`config.mk`:
```
export PLATFORM = sky130hd
export DESIGN_NAME = rfq_ring_qualifier
export DESIGN_NICKNAME = d
export VERILOG_FILES = /design/src/hw/rfq_ring_qualifier.v /design/src/hw/rfq_tick_div.v
export VERILOG_INCLUDE_DIRS = /design/src /design/src/hw
export SDC_FILE = /design/constraint.sdc
export NUM_CORES = 1
export LEC_CHECK = 0
export ABC_AREA = 1
export BUFFER_PORTS_ARGS = -buffer_cell sky130_fd_sc_hd__buf_2
export CORE_AREA = 2 2 155 142
export DETAILED_ROUTE_END_ITERATION = 10
export DIE_AREA = 0 0 157 144
export PLACE_DENSITY = 0.39
export SLEW_MARGIN = 15
export SYNTH_ARGS = -nofsm -noshare
export SYNTH_HDL_FRONTEND = slang
export SYNTH_SLANG_ARGS = --single-unit
```
`constraint.sdc`:
```
create_clock -name mclk -period 2 [get_ports mclk]
set_input_delay 0.3 -clock mclk [delete_from_list [all_inputs] [get_ports mclk]]
set_output_delay 0.3 -clock mclk [all_outputs]
set_load 0.05 [all_outputs]
```
`src/hw/rfq_consts.vh`:
```
`ifndef RFQ_CONSTS_VH
`define RFQ_CONSTS_VH

// register offsets
`define RFQ_ADDR_SETTING    3'h0
`define RFQ_ADDR_CTRL_THREE 3'h1
`define RFQ_ADDR_STATUS   3'h2
`define RFQ_ADDR_MASK     3'h3
`define RFQ_ADDR_STATE    3'h4

// reset values
`define RFQ_SETTING_RST    6'h19
`define RFQ_CTRL_THREE_RST 8'h16
`define RFQ_MASK_RST      4'h0

// field positions
`define RFQ_MAXCNT_MSB    3
`define RFQ_MAXCNT_LSB    0
`define RFQ_TOSEL_MSB     7
`define RFQ_TOSEL_LSB     4

// status bits
`define RFQ_ST_FAST       0
`define RFQ_ST_SLOW       1
`define RFQ_ST_QUAL       2
`define RFQ_ST_END        3

// timing
`define RFQ_CLK_MHZ       250
`define RFQ_UNIT_MS       2
`define RFQ_MS_MS         1
`define RFQ_UNIT_CYC      (`RFQ_UNIT_MS * 1000 * `RFQ_CLK_MHZ)
`define RFQ_MS_CYC        (`RFQ_MS_MS * 1000 * `RFQ_CLK_MHZ)
`define RFQ_TO_CODE0_MS   11'h050
`define RFQ_TO_STEP_SHIFT 7

`endif

```
`src/hw/rfq_ring_qualifier.v`:
```
// Summary of operation
// - a four-bit max-count field sets the highest accepted ring frequency.
// - each line event loads the countdown from ring-assertion setting; it decrements regularly.
// - at a later event, timer above max-count invalidates the ring as too fast.
// - setting minus max-count is the least event spacing, in 2.0 ms units.
// - event after timer expiry invalidates as too slow; setting is six bits.
//
// Decided for this implementation: the address-and-strobe port and the address map.
`timescale 1ns/1ps
`include "rfq_consts.vh"
module rfq_ring_qualifier #(
  parameter UNIT_CYCLES = `RFQ_UNIT_CYC,
  parameter MS_CYCLES   = `RFQ_MS_CYC
) (
  input  wire       mclk,
  input  wire       rst_n,
  input  wire [2:0] regAddr,
  input  wire [7:0] regWrData,
  input  wire       regWr,
  input  wire       regRd,
  output reg  [7:0] regRdData,
  input  wire       lineEvent,
  output wire       ringActive,
  output reg        tooFastPulse,
  output reg        tooSlowPulse,
  output reg        ringEndPulse,
  output wire       irq
);

  //////////////////////////////////////////////////////////////////////////////
  // states

  localparam [2:0] ST_IDLE    = 3'b001;
  localparam [2:0] ST_ARMED   = 3'b010;
  localparam [2:0] ST_RINGING = 3'b100;

  //////////////////////////////////////////////////////////////////////////////
  // declarations

  reg  [5:0]  assertSetting_q;
  reg  [7:0]  ctrlThree_q;
  reg  [3:0]  status_q;
  reg  [3:0]  status_d;
  reg  [3:0]  mask_q;
  reg  [2:0]  state_q;
  reg  [2:0]  state_d;
  reg  [5:0]  timer_q;
  reg  [5:0]  timer_d;
  reg  [10:0] msCount_q;
  reg  [10:0] timeoutMs;
  reg  [3:0]  evtSet;
  reg         endEvt;
  wire        unitTick;
  wire        msTick;
  wire [3:0]  ringMaxCount;
  wire [3:0]  ringEndTimeoutSelect;
  wire        timerExpired;
  wire        timerTooHigh;
  wire        timedOut;
  wire        wrSetting;
  wire        wrCtrlThree;
  wire        wrStatus;
  wire        wrMask;

  assign ringMaxCount         = ctrlThree_q[`RFQ_MAXCNT_MSB:`RFQ_MAXCNT_LSB];
  assign ringEndTimeoutSelect = ctrlThree_q[`RFQ_TOSEL_MSB:`RFQ_TOSEL_LSB];
  assign timerExpired         = (timer_q == 6'h00);
  assign timerTooHigh         = (timer_q > {2'h0, ringMaxCount});
  assign timedOut             = (msCount_q >= timeoutMs);
  assign ringActive           = state_q[2];
  assign irq                  = |(status_q & mask_q);
  assign wrSetting            = regWr && (regAddr == `RFQ_ADDR_SETTING);
  assign wrCtrlThree          = regWr && (regAddr == `RFQ_ADDR_CTRL_THREE);
  assign wrStatus             = regWr && (regAddr == `RFQ_ADDR_STATUS);
  assign wrMask               = regWr && (regAddr == `RFQ_ADDR_MASK);

  //////////////////////////////////////////////////////////////////////////////
  // time bases, realigned at each line event

  rfq_tick_div #(
    .PERIOD (UNIT_CYCLES)
  ) uUnitTick (
    .mclk    (mclk),
    .rst_n   (rst_n),
    .restart (lineEvent),
    .tick    (unitTick)
  );

  rfq_tick_div #(
    .PERIOD (MS_CYCLES)
  ) uMsTick (
    .mclk    (mclk),
    .rst_n   (rst_n),
    .restart (lineEvent),
    .tick    (msTick)
  );

  //////////////////////////////////////////////////////////////////////////////
  // end-of-ring delay decode

  always @*
  begin
    case (ringEndTimeoutSelect)
      4'h0:    timeoutMs = `RFQ_TO_CODE0_MS;
      default: timeoutMs = {ringEndTimeoutSelect, 7'h00};
    endcase
  end

  //////////////////////////////////////////////////////////////////////////////
  // qualification state machine

  always @*
  begin
    state_d = state_q;
    timer_d = timer_q;
    evtSet  = 4'h0;
    endEvt  = 1'b0;
    if (unitTick && !timerExpired)
    begin
      timer_d = timer_q - 6'h01;
    end
    case (state_q)
      ST_IDLE:
      begin
        if (lineEvent)
        begin
          timer_d = assertSetting_q;
          state_d = ST_ARMED;
        end
      end
      ST_ARMED, ST_RINGING:
      begin
        if (lineEvent)
        begin
          timer_d = assertSetting_q;
          if (timerExpired)
          begin
            evtSet[`RFQ_ST_SLOW] = 1'b1;
            state_d = ST_ARMED;
          end
          else if (timerTooHigh)
          begin
            evtSet[`RFQ_ST_FAST] = 1'b1;
            state_d = ST_ARMED;
          end
          else
          begin
            // spacing at least setting minus max-count units
            if (state_q == ST_ARMED)
            begin
              evtSet[`RFQ_ST_QUAL] = 1'b1;
            end
            state_d = ST_RINGING;
          end
          if ((timerExpired || timerTooHigh) && state_q == ST_RINGING)
          begin
            evtSet[`RFQ_ST_END] = 1'b1;
            endEvt = 1'b1;
          end
        end
        else if (timedOut)
        begin
          state_d = ST_IDLE;
          if (state_q == ST_RINGING)
          begin
            evtSet[`RFQ_ST_END] = 1'b1;
            endEvt = 1'b1;
          end
        end
      end
      default:
      begin
        state_d = ST_IDLE;
      end
    endcase
  end

  always @(posedge mclk or negedge rst_n)
  begin
    if (!rst_n)
    begin
      state_q <= ST_IDLE;
      timer_q <= 6'h00;
    end
    else
    begin
      state_q <= state_d;
      timer_q <= timer_d;
    end
  end

  // event flags, one cycle each
  always @(posedge mclk or negedge rst_n)
  begin
    if (!rst_n)
    begin
      tooFastPulse <= 1'b0;
      tooSlowPulse <= 1'b0;
      ringEndPulse <= 1'b0;
    end
    else
    begin
      tooFastPulse <= evtSet[`RFQ_ST_FAST];
      tooSlowPulse <= evtSet[`RFQ_ST_SLOW];
      ringEndPulse <= endEvt;
    end
  end

  //////////////////////////////////////////////////////////////////////////////
  // milliseconds since the last line event, saturating

  always @(posedge mclk or negedge rst_n)
  begin
    if (!rst_n)
    begin
      msCount_q <= 11'h000;
    end
    else if (lineEvent)
    begin
      msCount_q <= 11'h000;
    end
    else if (msTick && (msCount_q != 11'h7ff))
    begin
      msCount_q <= msCount_q + 11'h001;
    end
  end

  //////////////////////////////////////////////////////////////////////////////
  // register file and sticky status

  always @*
  begin
    status_d = status_q;
    if (wrStatus)
    begin
      status_d = status_q & ~regWrData[3:0];
    end
    status_d = status_d | evtSet;
  end

  always @(posedge mclk or negedge rst_n)
  begin
    if (!rst_n)
    begin
      status_q <= 4'h0;
    end
    else
    begin
      status_q <= status_d;
    end
  end

  always @(posedge mclk or negedge rst_n)
  begin
    if (!rst_n)
    begin
      assertSetting_q <= `RFQ_SETTING_RST;
    end
    else if (wrSetting)
    begin
      assertSetting_q <= regWrData[5:0];
    end
  end

  always @(posedge mclk or negedge rst_n)
  begin
    if (!rst_n)
    begin
      ctrlThree_q <= `RFQ_CTRL_THREE_RST;
    end
    else if (wrCtrlThree)
    begin
      ctrlThree_q <= regWrData;
    end
  end

  always @(posedge mclk or negedge rst_n)
  begin
    if (!rst_n)
    begin
      mask_q <= `RFQ_MASK_RST;
    end
    else if (wrMask)
    begin
      mask_q <= regWrData[3:0];
    end
  end

  //////////////////////////////////////////////////////////////////////////////
  // read data, held for one cycle after the strobe

  always @(posedge mclk or negedge rst_n)
  begin
    if (!rst_n)
    begin
      regRdData <= 8'h00;
    end
    else if (regRd)
    begin
      case (regAddr)
        `RFQ_ADDR_SETTING:    regRdData <= {2'h0, assertSetting_q};
        `RFQ_ADDR_CTRL_THREE: regRdData <= ctrlThree_q;
        `RFQ_ADDR_STATUS:     regRdData <= {4'h0, status_q};
        `RFQ_ADDR_MASK:       regRdData <= {4'h0, mask_q};
        `RFQ_ADDR_STATE:      regRdData <= {state_q[2], state_q[1], timer_q};
        default:              regRdData <= 8'h00;
      endcase
    end
    else
    begin
      regRdData <= 8'h00;
    end
  end

endmodule

```
`src/hw/rfq_tick_div.v`:
```
`timescale 1ns/1ps
module rfq_tick_div #(
  parameter PERIOD = 500000
) (
  input  wire mclk,
  input  wire rst_n,
  input  wire restart,
  output reg  tick
);
  localparam integer LAST_FULL = PERIOD - 1;
  localparam [19:0]  LAST      = LAST_FULL[19:0];

  reg [19:0] cnt_q;

  always @(posedge mclk or negedge rst_n)
  begin
    if (!rst_n)
    begin
      cnt_q <= 20'h00000;
      tick  <= 1'b0;
    end
    else if (restart)
    begin
      cnt_q <= 20'h00000;
      tick  <= 1'b0;
    end
    else if (cnt_q >= LAST)
    begin
      cnt_q <= 20'h00000;
      tick  <= 1'b1;
    end
    else
    begin
      cnt_q <= cnt_q + 20'h00001;
      tick  <= 1'b0;
    end
  end
endmodule
```
* Yosys cells after proc, flatten, opt, wreduce, memory -nomap -nowiden *
Index checks and enable logic that the tools add are counted.

cells by class
  $lt $le $gt $ge = 4
  reductions and logical operators = 17
  equality and inequality tests = 10
  multiplexer cells = 36
  bitwise logic cells = 4
  add/sub/neg operators = 4

operators by type and width
  operator                                                                               count
  20-bit 2-to-1 mux                                                                      4
  20-bit by 1-bit adder with 20-bit output, second input constant                        2
  8-bit case mux with 5 select lines                                                     1
  11-bit 2-to-1 mux                                                                      3
  20-bit by 18-bit greater-or-equal comparator with 1-bit output, second input constant  1
  20-bit by 19-bit greater-or-equal comparator with 1-bit output, second input constant  1
  3-bit 2-to-1 mux                                                                       6
  6-bit 2-to-1 mux                                                                       3
  1-bit 2-to-1 mux                                                                       15
  11-bit by 1-bit adder with 11-bit output, second input constant                        1
  11-bit greater-or-equal comparator                                                     1
  11-bit inequality test, second input constant                                          1
  3-bit by 2-bit equality test with 1-bit output, second input constant                  3
  4-bit bitwise AND                                                                      2
  4-bit 2-to-1 mux                                                                       2
  8-bit 2-to-1 mux                                                                       1
  1-bit logical AND                                                                      7
  3-bit by 1-bit equality test with 1-bit output, second input constant                  2
  3-bit equality test, second input constant                                             2
  6-bit by 4-bit > comparator with 1-bit output                                          1
  6-bit logical NOT                                                                      1
  3-bit case mux with 2 select lines                                                     1
  6-bit by 1-bit subtractor with 6-bit output, second input constant                     1
  4-bit logical NOT                                                                      1
  other kinds (12)                                                                       12

word-level totals
  register bits after elaboration = 95
  input bits = 16

* Depth between registers and ports, before layout *
  depth after elaboration = 7
  mapped depth = 13
  mapped depth without buffers = 13

* Modules after synthesis *
From an unflattened synthesis, not the netlist that was laid out.

unflattened totals
  cells, all modules = 711
  area total of the unflattened synthesis = 5,406.4 sq um

modules (own cells, without submodules)
  module                    times used  area each (sq um)  cells an instance
  rfq_ring_qualifier        1           3,057.9            391
  rfq_tick_div (uUnitTick)  1           1,202.4            168
  rfq_tick_div (uMsTick)    1           1,146.1            152

* Worst setup path before layout *
OpenSTA, ideal clock, no wires.

  path type = flip-flop to output port
  start = register mask_q[1]
  end = output port irq
  setup slack = 234 ps
  path buffers = 0
  arrival time = 1,466 ps
  cell stages (with the launch flop) = 3
  cell sequence = dfrtp_1 > inv_1 > o21ai_0

on the way
  cells in the longest elaborated chain, start to end = 2

ends and longest elaborated chain
  item                      line                      RTL
  start: declaration        rfq_ring_qualifier.v:44   reg [3:0] mask_q;
  start signal: assignment  rfq_ring_qualifier.v:281  mask_q <= `RFQ_MASK_RST;
  start signal: assignment  rfq_ring_qualifier.v:285  mask_q <= regWrData[3:0];
  4-bit bitwise AND         rfq_ring_qualifier.v:71   assign irq = |(status_q & mask_q);
  4-bit OR reduction        rfq_ring_qualifier.v:71
  end: declaration          rfq_ring_qualifier.v:27   output wire irq

No other way between the ends.

* Worst setup path in the final report *
  start = register ctrlThree_q[7]
  end = register state_q[2]

on the way
  cells in the longest elaborated chain, start to end = 5

ends and longest elaborated chain
  item                                  line                      RTL
  start: declaration                    rfq_ring_qualifier.v:41   reg [7:0] ctrlThree_q;
  start signal: assignment              rfq_ring_qualifier.v:269  ctrlThree_q <= `RFQ_CTRL_THREE_RST;
  start signal: assignment              rfq_ring_qualifier.v:273  ctrlThree_q <= regWrData;
  4-bit logical NOT                     rfq_ring_qualifier.v:103  case (ringEndTimeoutSelect)
  11-bit 2-to-1 mux *                   rfq_ring_qualifier.v:103
  11-bit greater-or-equal comparator *  rfq_ring_qualifier.v:69   assign timedOut = (msCount_q >= timeoutMs);
  3-bit inequality test (no line) *     n/a
  2-bit AND reduction (no line) *       n/a
  end signal: assignment                rfq_ring_qualifier.v:187  state_q <= state_d;
  end: declaration                      rfq_ring_qualifier.v:45   reg [2:0] state_q;

Every way passes the cells marked *; elsewhere a longest branch is shown, timed or not.
A chain may end at the register's enable or synchronous reset.

==> metrics.txt <==
CTS sink cnt=95; Leak Pwr=2.754 nW; CTS root buf=clkbuf_16; slew at the pin closest to its max-slew limit=498.4 ps; met3 routed WL=396 microns; clk_skew=10.11 ps; ys flop type=dfrtp_1; CTS H-tree lvls=3; dpl cell area=5715 sq um; Overall Power=5.211 mW; status=completed; WL met1=6429 microns; ANT nets after route=0; Max Freq=0.5587 GHz; number of synthesized flops with an enable pin=0; core box area=21120 sq um; Post-synth ARST share=100.0%; final critical-path required period=1790 ps; Avg Cell Area, Syn=8.191 sq um; WL final=12700 microns; Crit. End Element=flip-flop; Syn. warnings=0; Yosys cell types=47; max-slew violations=0; Die X=157 microns; per-cell routed wire length=13.05 microns; final net count=708; Remaining Overflow, GRT=0; Critical Path AT=2020 ps; worst vdd ir=0.4477 mV; max_cap viols=0; drt pass-1 iters=4; Hold Fails Final Rpt=0; setup TNS=0 ps; CP Data Required Time=2230 ps; total CTS buffers=9; FILL cells=2259; pwr dens=862.6 nW/um^2; setup violators final=0; most common cell after layout, fill and taps aside=nand2_1; RSZ-0062 raised after global routing=false; hold_ws=197.6 ps; Crit Path Class=reg -> reg; DRC errors left=0; area growth from synthesis to layout=16.51%; DR top layer=met4; first-pass GRT wire length=21070 microns; cell count after synthesis=633; largest fanout on the critical path=3; I/O pin count=29; commonest non-fill, non-tap cells in the layout=nand2_1 (120), dfrtp_1 (88), inv_1 (82); routed vias=4150; fin area=6041 sq um; GR Util All Layers=11.97%; drt initial violations=276; CTS Buffer Depth=2; largest net degree at the start of global routing=44; layout cell share with drive strength beyond 1=17.01%; crit path launch type=flip-flop; HP Class=in -> reg; Port Buffers=28; number of vias per cell=4.265; worst relative slew slack=66.69%; initial antenna violation count=0; # rows=51; Die Ht=144 microns; CTS tree=yes; Post-Syn Area=5185 sq um; WL met2=5768 microns; vias in the first global route=4062; diodes inserted=0; clock transition at the registers of the reported paths=60 ps; Yosys reg bits=95; hpwl dp=9722 microns; Die Area=22610 sq um; Clock Latency Late Sink=350 ps; Final Wtd Congestion=0.8214; Initial Util=24.55%; post-synthesis sequential area ratio=46.02%; Final period util=89.50%
what timing repair did:
action / CTS / global route
hold buffers: 1 / 0
setup buffers: 0 / 2
endpoints found under the hold margin: 15 / 0
gates resized for setup: 0 / 4
endpoints found under the setup margin: 0 / 5
logic make-up (layout without fill, tap and decap cells):
kind of cell / after synthesis / after routing / synth area share, %
adders and majority gates: 15 / 15 / 3.620
xor gates and xnor gates: 21 / 21 / 3.547
AOI/OAI and AO/OA: 80 / 80 / 8.736
and+or+nand+nor: 323 / 323 / 30.28
other: 1 / 3 / 0.07232
DFF: 95 / 95 / 46.02
buffers and inverters: 98 / 145 / 7.722
final cells by class:
class / count / area, sq um / share of cell area, %
multi-input combinational: 442 / 2429 / 40.20
clock buffer: 13 / 260.3 / 4.308
timing repair buffer: 40 / 247.7 / 4.101
tap: 291 / 364.1 / 6.027
sequential: 95 / 2386 / 39.50
inverter: 89 / 336.6 / 5.572
clock inverter: 3 / 17.52 / 0.2900
power breakdown:
part	total, mW	switching (mW)	leakage [nW]	internal, mW
logic	1.22	0.823	1.37	0.396
clock network	1.63	0.726	0.136	0.908
registers	2.36	0.190	1.25	2.17
through the flow:
stage	std cells	setup slack (ps)	util (%)
CTS	971	24.95	28.42
global route	973	3.449	28.60
floorplan	635	234.2	-
detailed placement	954	33.00	27.06
finish	973	210.0	28.60
global placement	954	96.76	27.06
routing by layer:
metal  vias up  global-route usage (%)
met5         -                       0
met4         0                   2.607
met3         8                   3.266
met2        43                   18.67
met1      1963                   16.58
li1       2136                       -
critical path: stages (launching register included):
cell      delay (ps)
dfrtp_1          410
nor4_4           300
inv_1             70
ha_1             290
inv_1             40
nor2_1            80
nand3b_1          70
nand2_1           70
nand2_1           80
nand3_2           80
nand2_2           60
nand2_1           50
o21ai_0           70
state kept, by name, indices dropped and copies added (netlist names):
| signal | cells |
|---|---|
| status_q | 4 |
| ringEndPulse | 1 |
| uUnitTick.cnt_q | 20 |
| uMsTick.tick | 1 |
| uMsTick.cnt_q | 20 |
| mask_q | 4 |
| regRdData | 8 |
| tooSlowPulse | 1 |
| msCount_q | 11 |
| state_q | 3 |
| ctrlThree_q | 8 |
| assertSetting_q | 6 |
| uUnitTick.tick | 1 |
| timer_q | 6 |
| tooFastPulse | 1 |
synth_stat cells (4+ instances only):
| cell type | n | share of area [%] |
|---|---|---|
| nand2_1 | 121 | 8.8 |
| dfrtp_1 | 88 | 42 |
| inv_1 | 82 | 5.9 |
| nor2_1 | 77 | 5.6 |
| nand3_1 | 46 | 4.4 |
| o21ai_0 | 35 | 3.4 |
| a21oi_1 | 19 | 1.8 |
| xor2_1 | 18 | 3.0 |
| nor2_2 | 17 | 2.1 |
| ha_1 | 15 | 3.6 |
| nand4_1 | 15 | 1.8 |
| nor3_1 | 9 | 0.87 |
| o22ai_1 | 8 | 0.97 |
| dfstp_2 | 7 | 3.5 |
| inv_2 | 6 | 0.43 |
| nand2_2 | 5 | 0.60 |
| nand3b_1 | 4 | 0.58 |
| nor2_4 | 4 | 0.87 |
| o21ai_1 | 4 | 0.39 |
| or2_2 | 4 | 0.48 |
final timing paths:
kind / depth (start not counted) / slack (ps) / from / endpoint
worst min-delay path: 3 / 200 / regRd / regRdData[4]$_DFF_PN0_
min in group asynchronous: 2 / 380 / rst_n / uMsTick.cnt_q[0]$_DFF_PN0_
worst max-delay path: 12 / 210 / ctrlThree_q[7]$_DFFE_PN0P_ / state_q[2]$_DFFE_PN0P_
worst min register to register: 1 / 490 / uMsTick.cnt_q[0]$_DFF_PN0_ / uMsTick.cnt_q[0]$_DFF_PN0_
worst max register to register: 12 / 210 / ctrlThree_q[7]$_DFFE_PN0P_ / state_q[2]$_DFFE_PN0P_
max in group asynchronous: 3 / 980 / rst_n / assertSetting_q[3]$_DFFE_PN1P_
(Power assumes the default switching activity.)
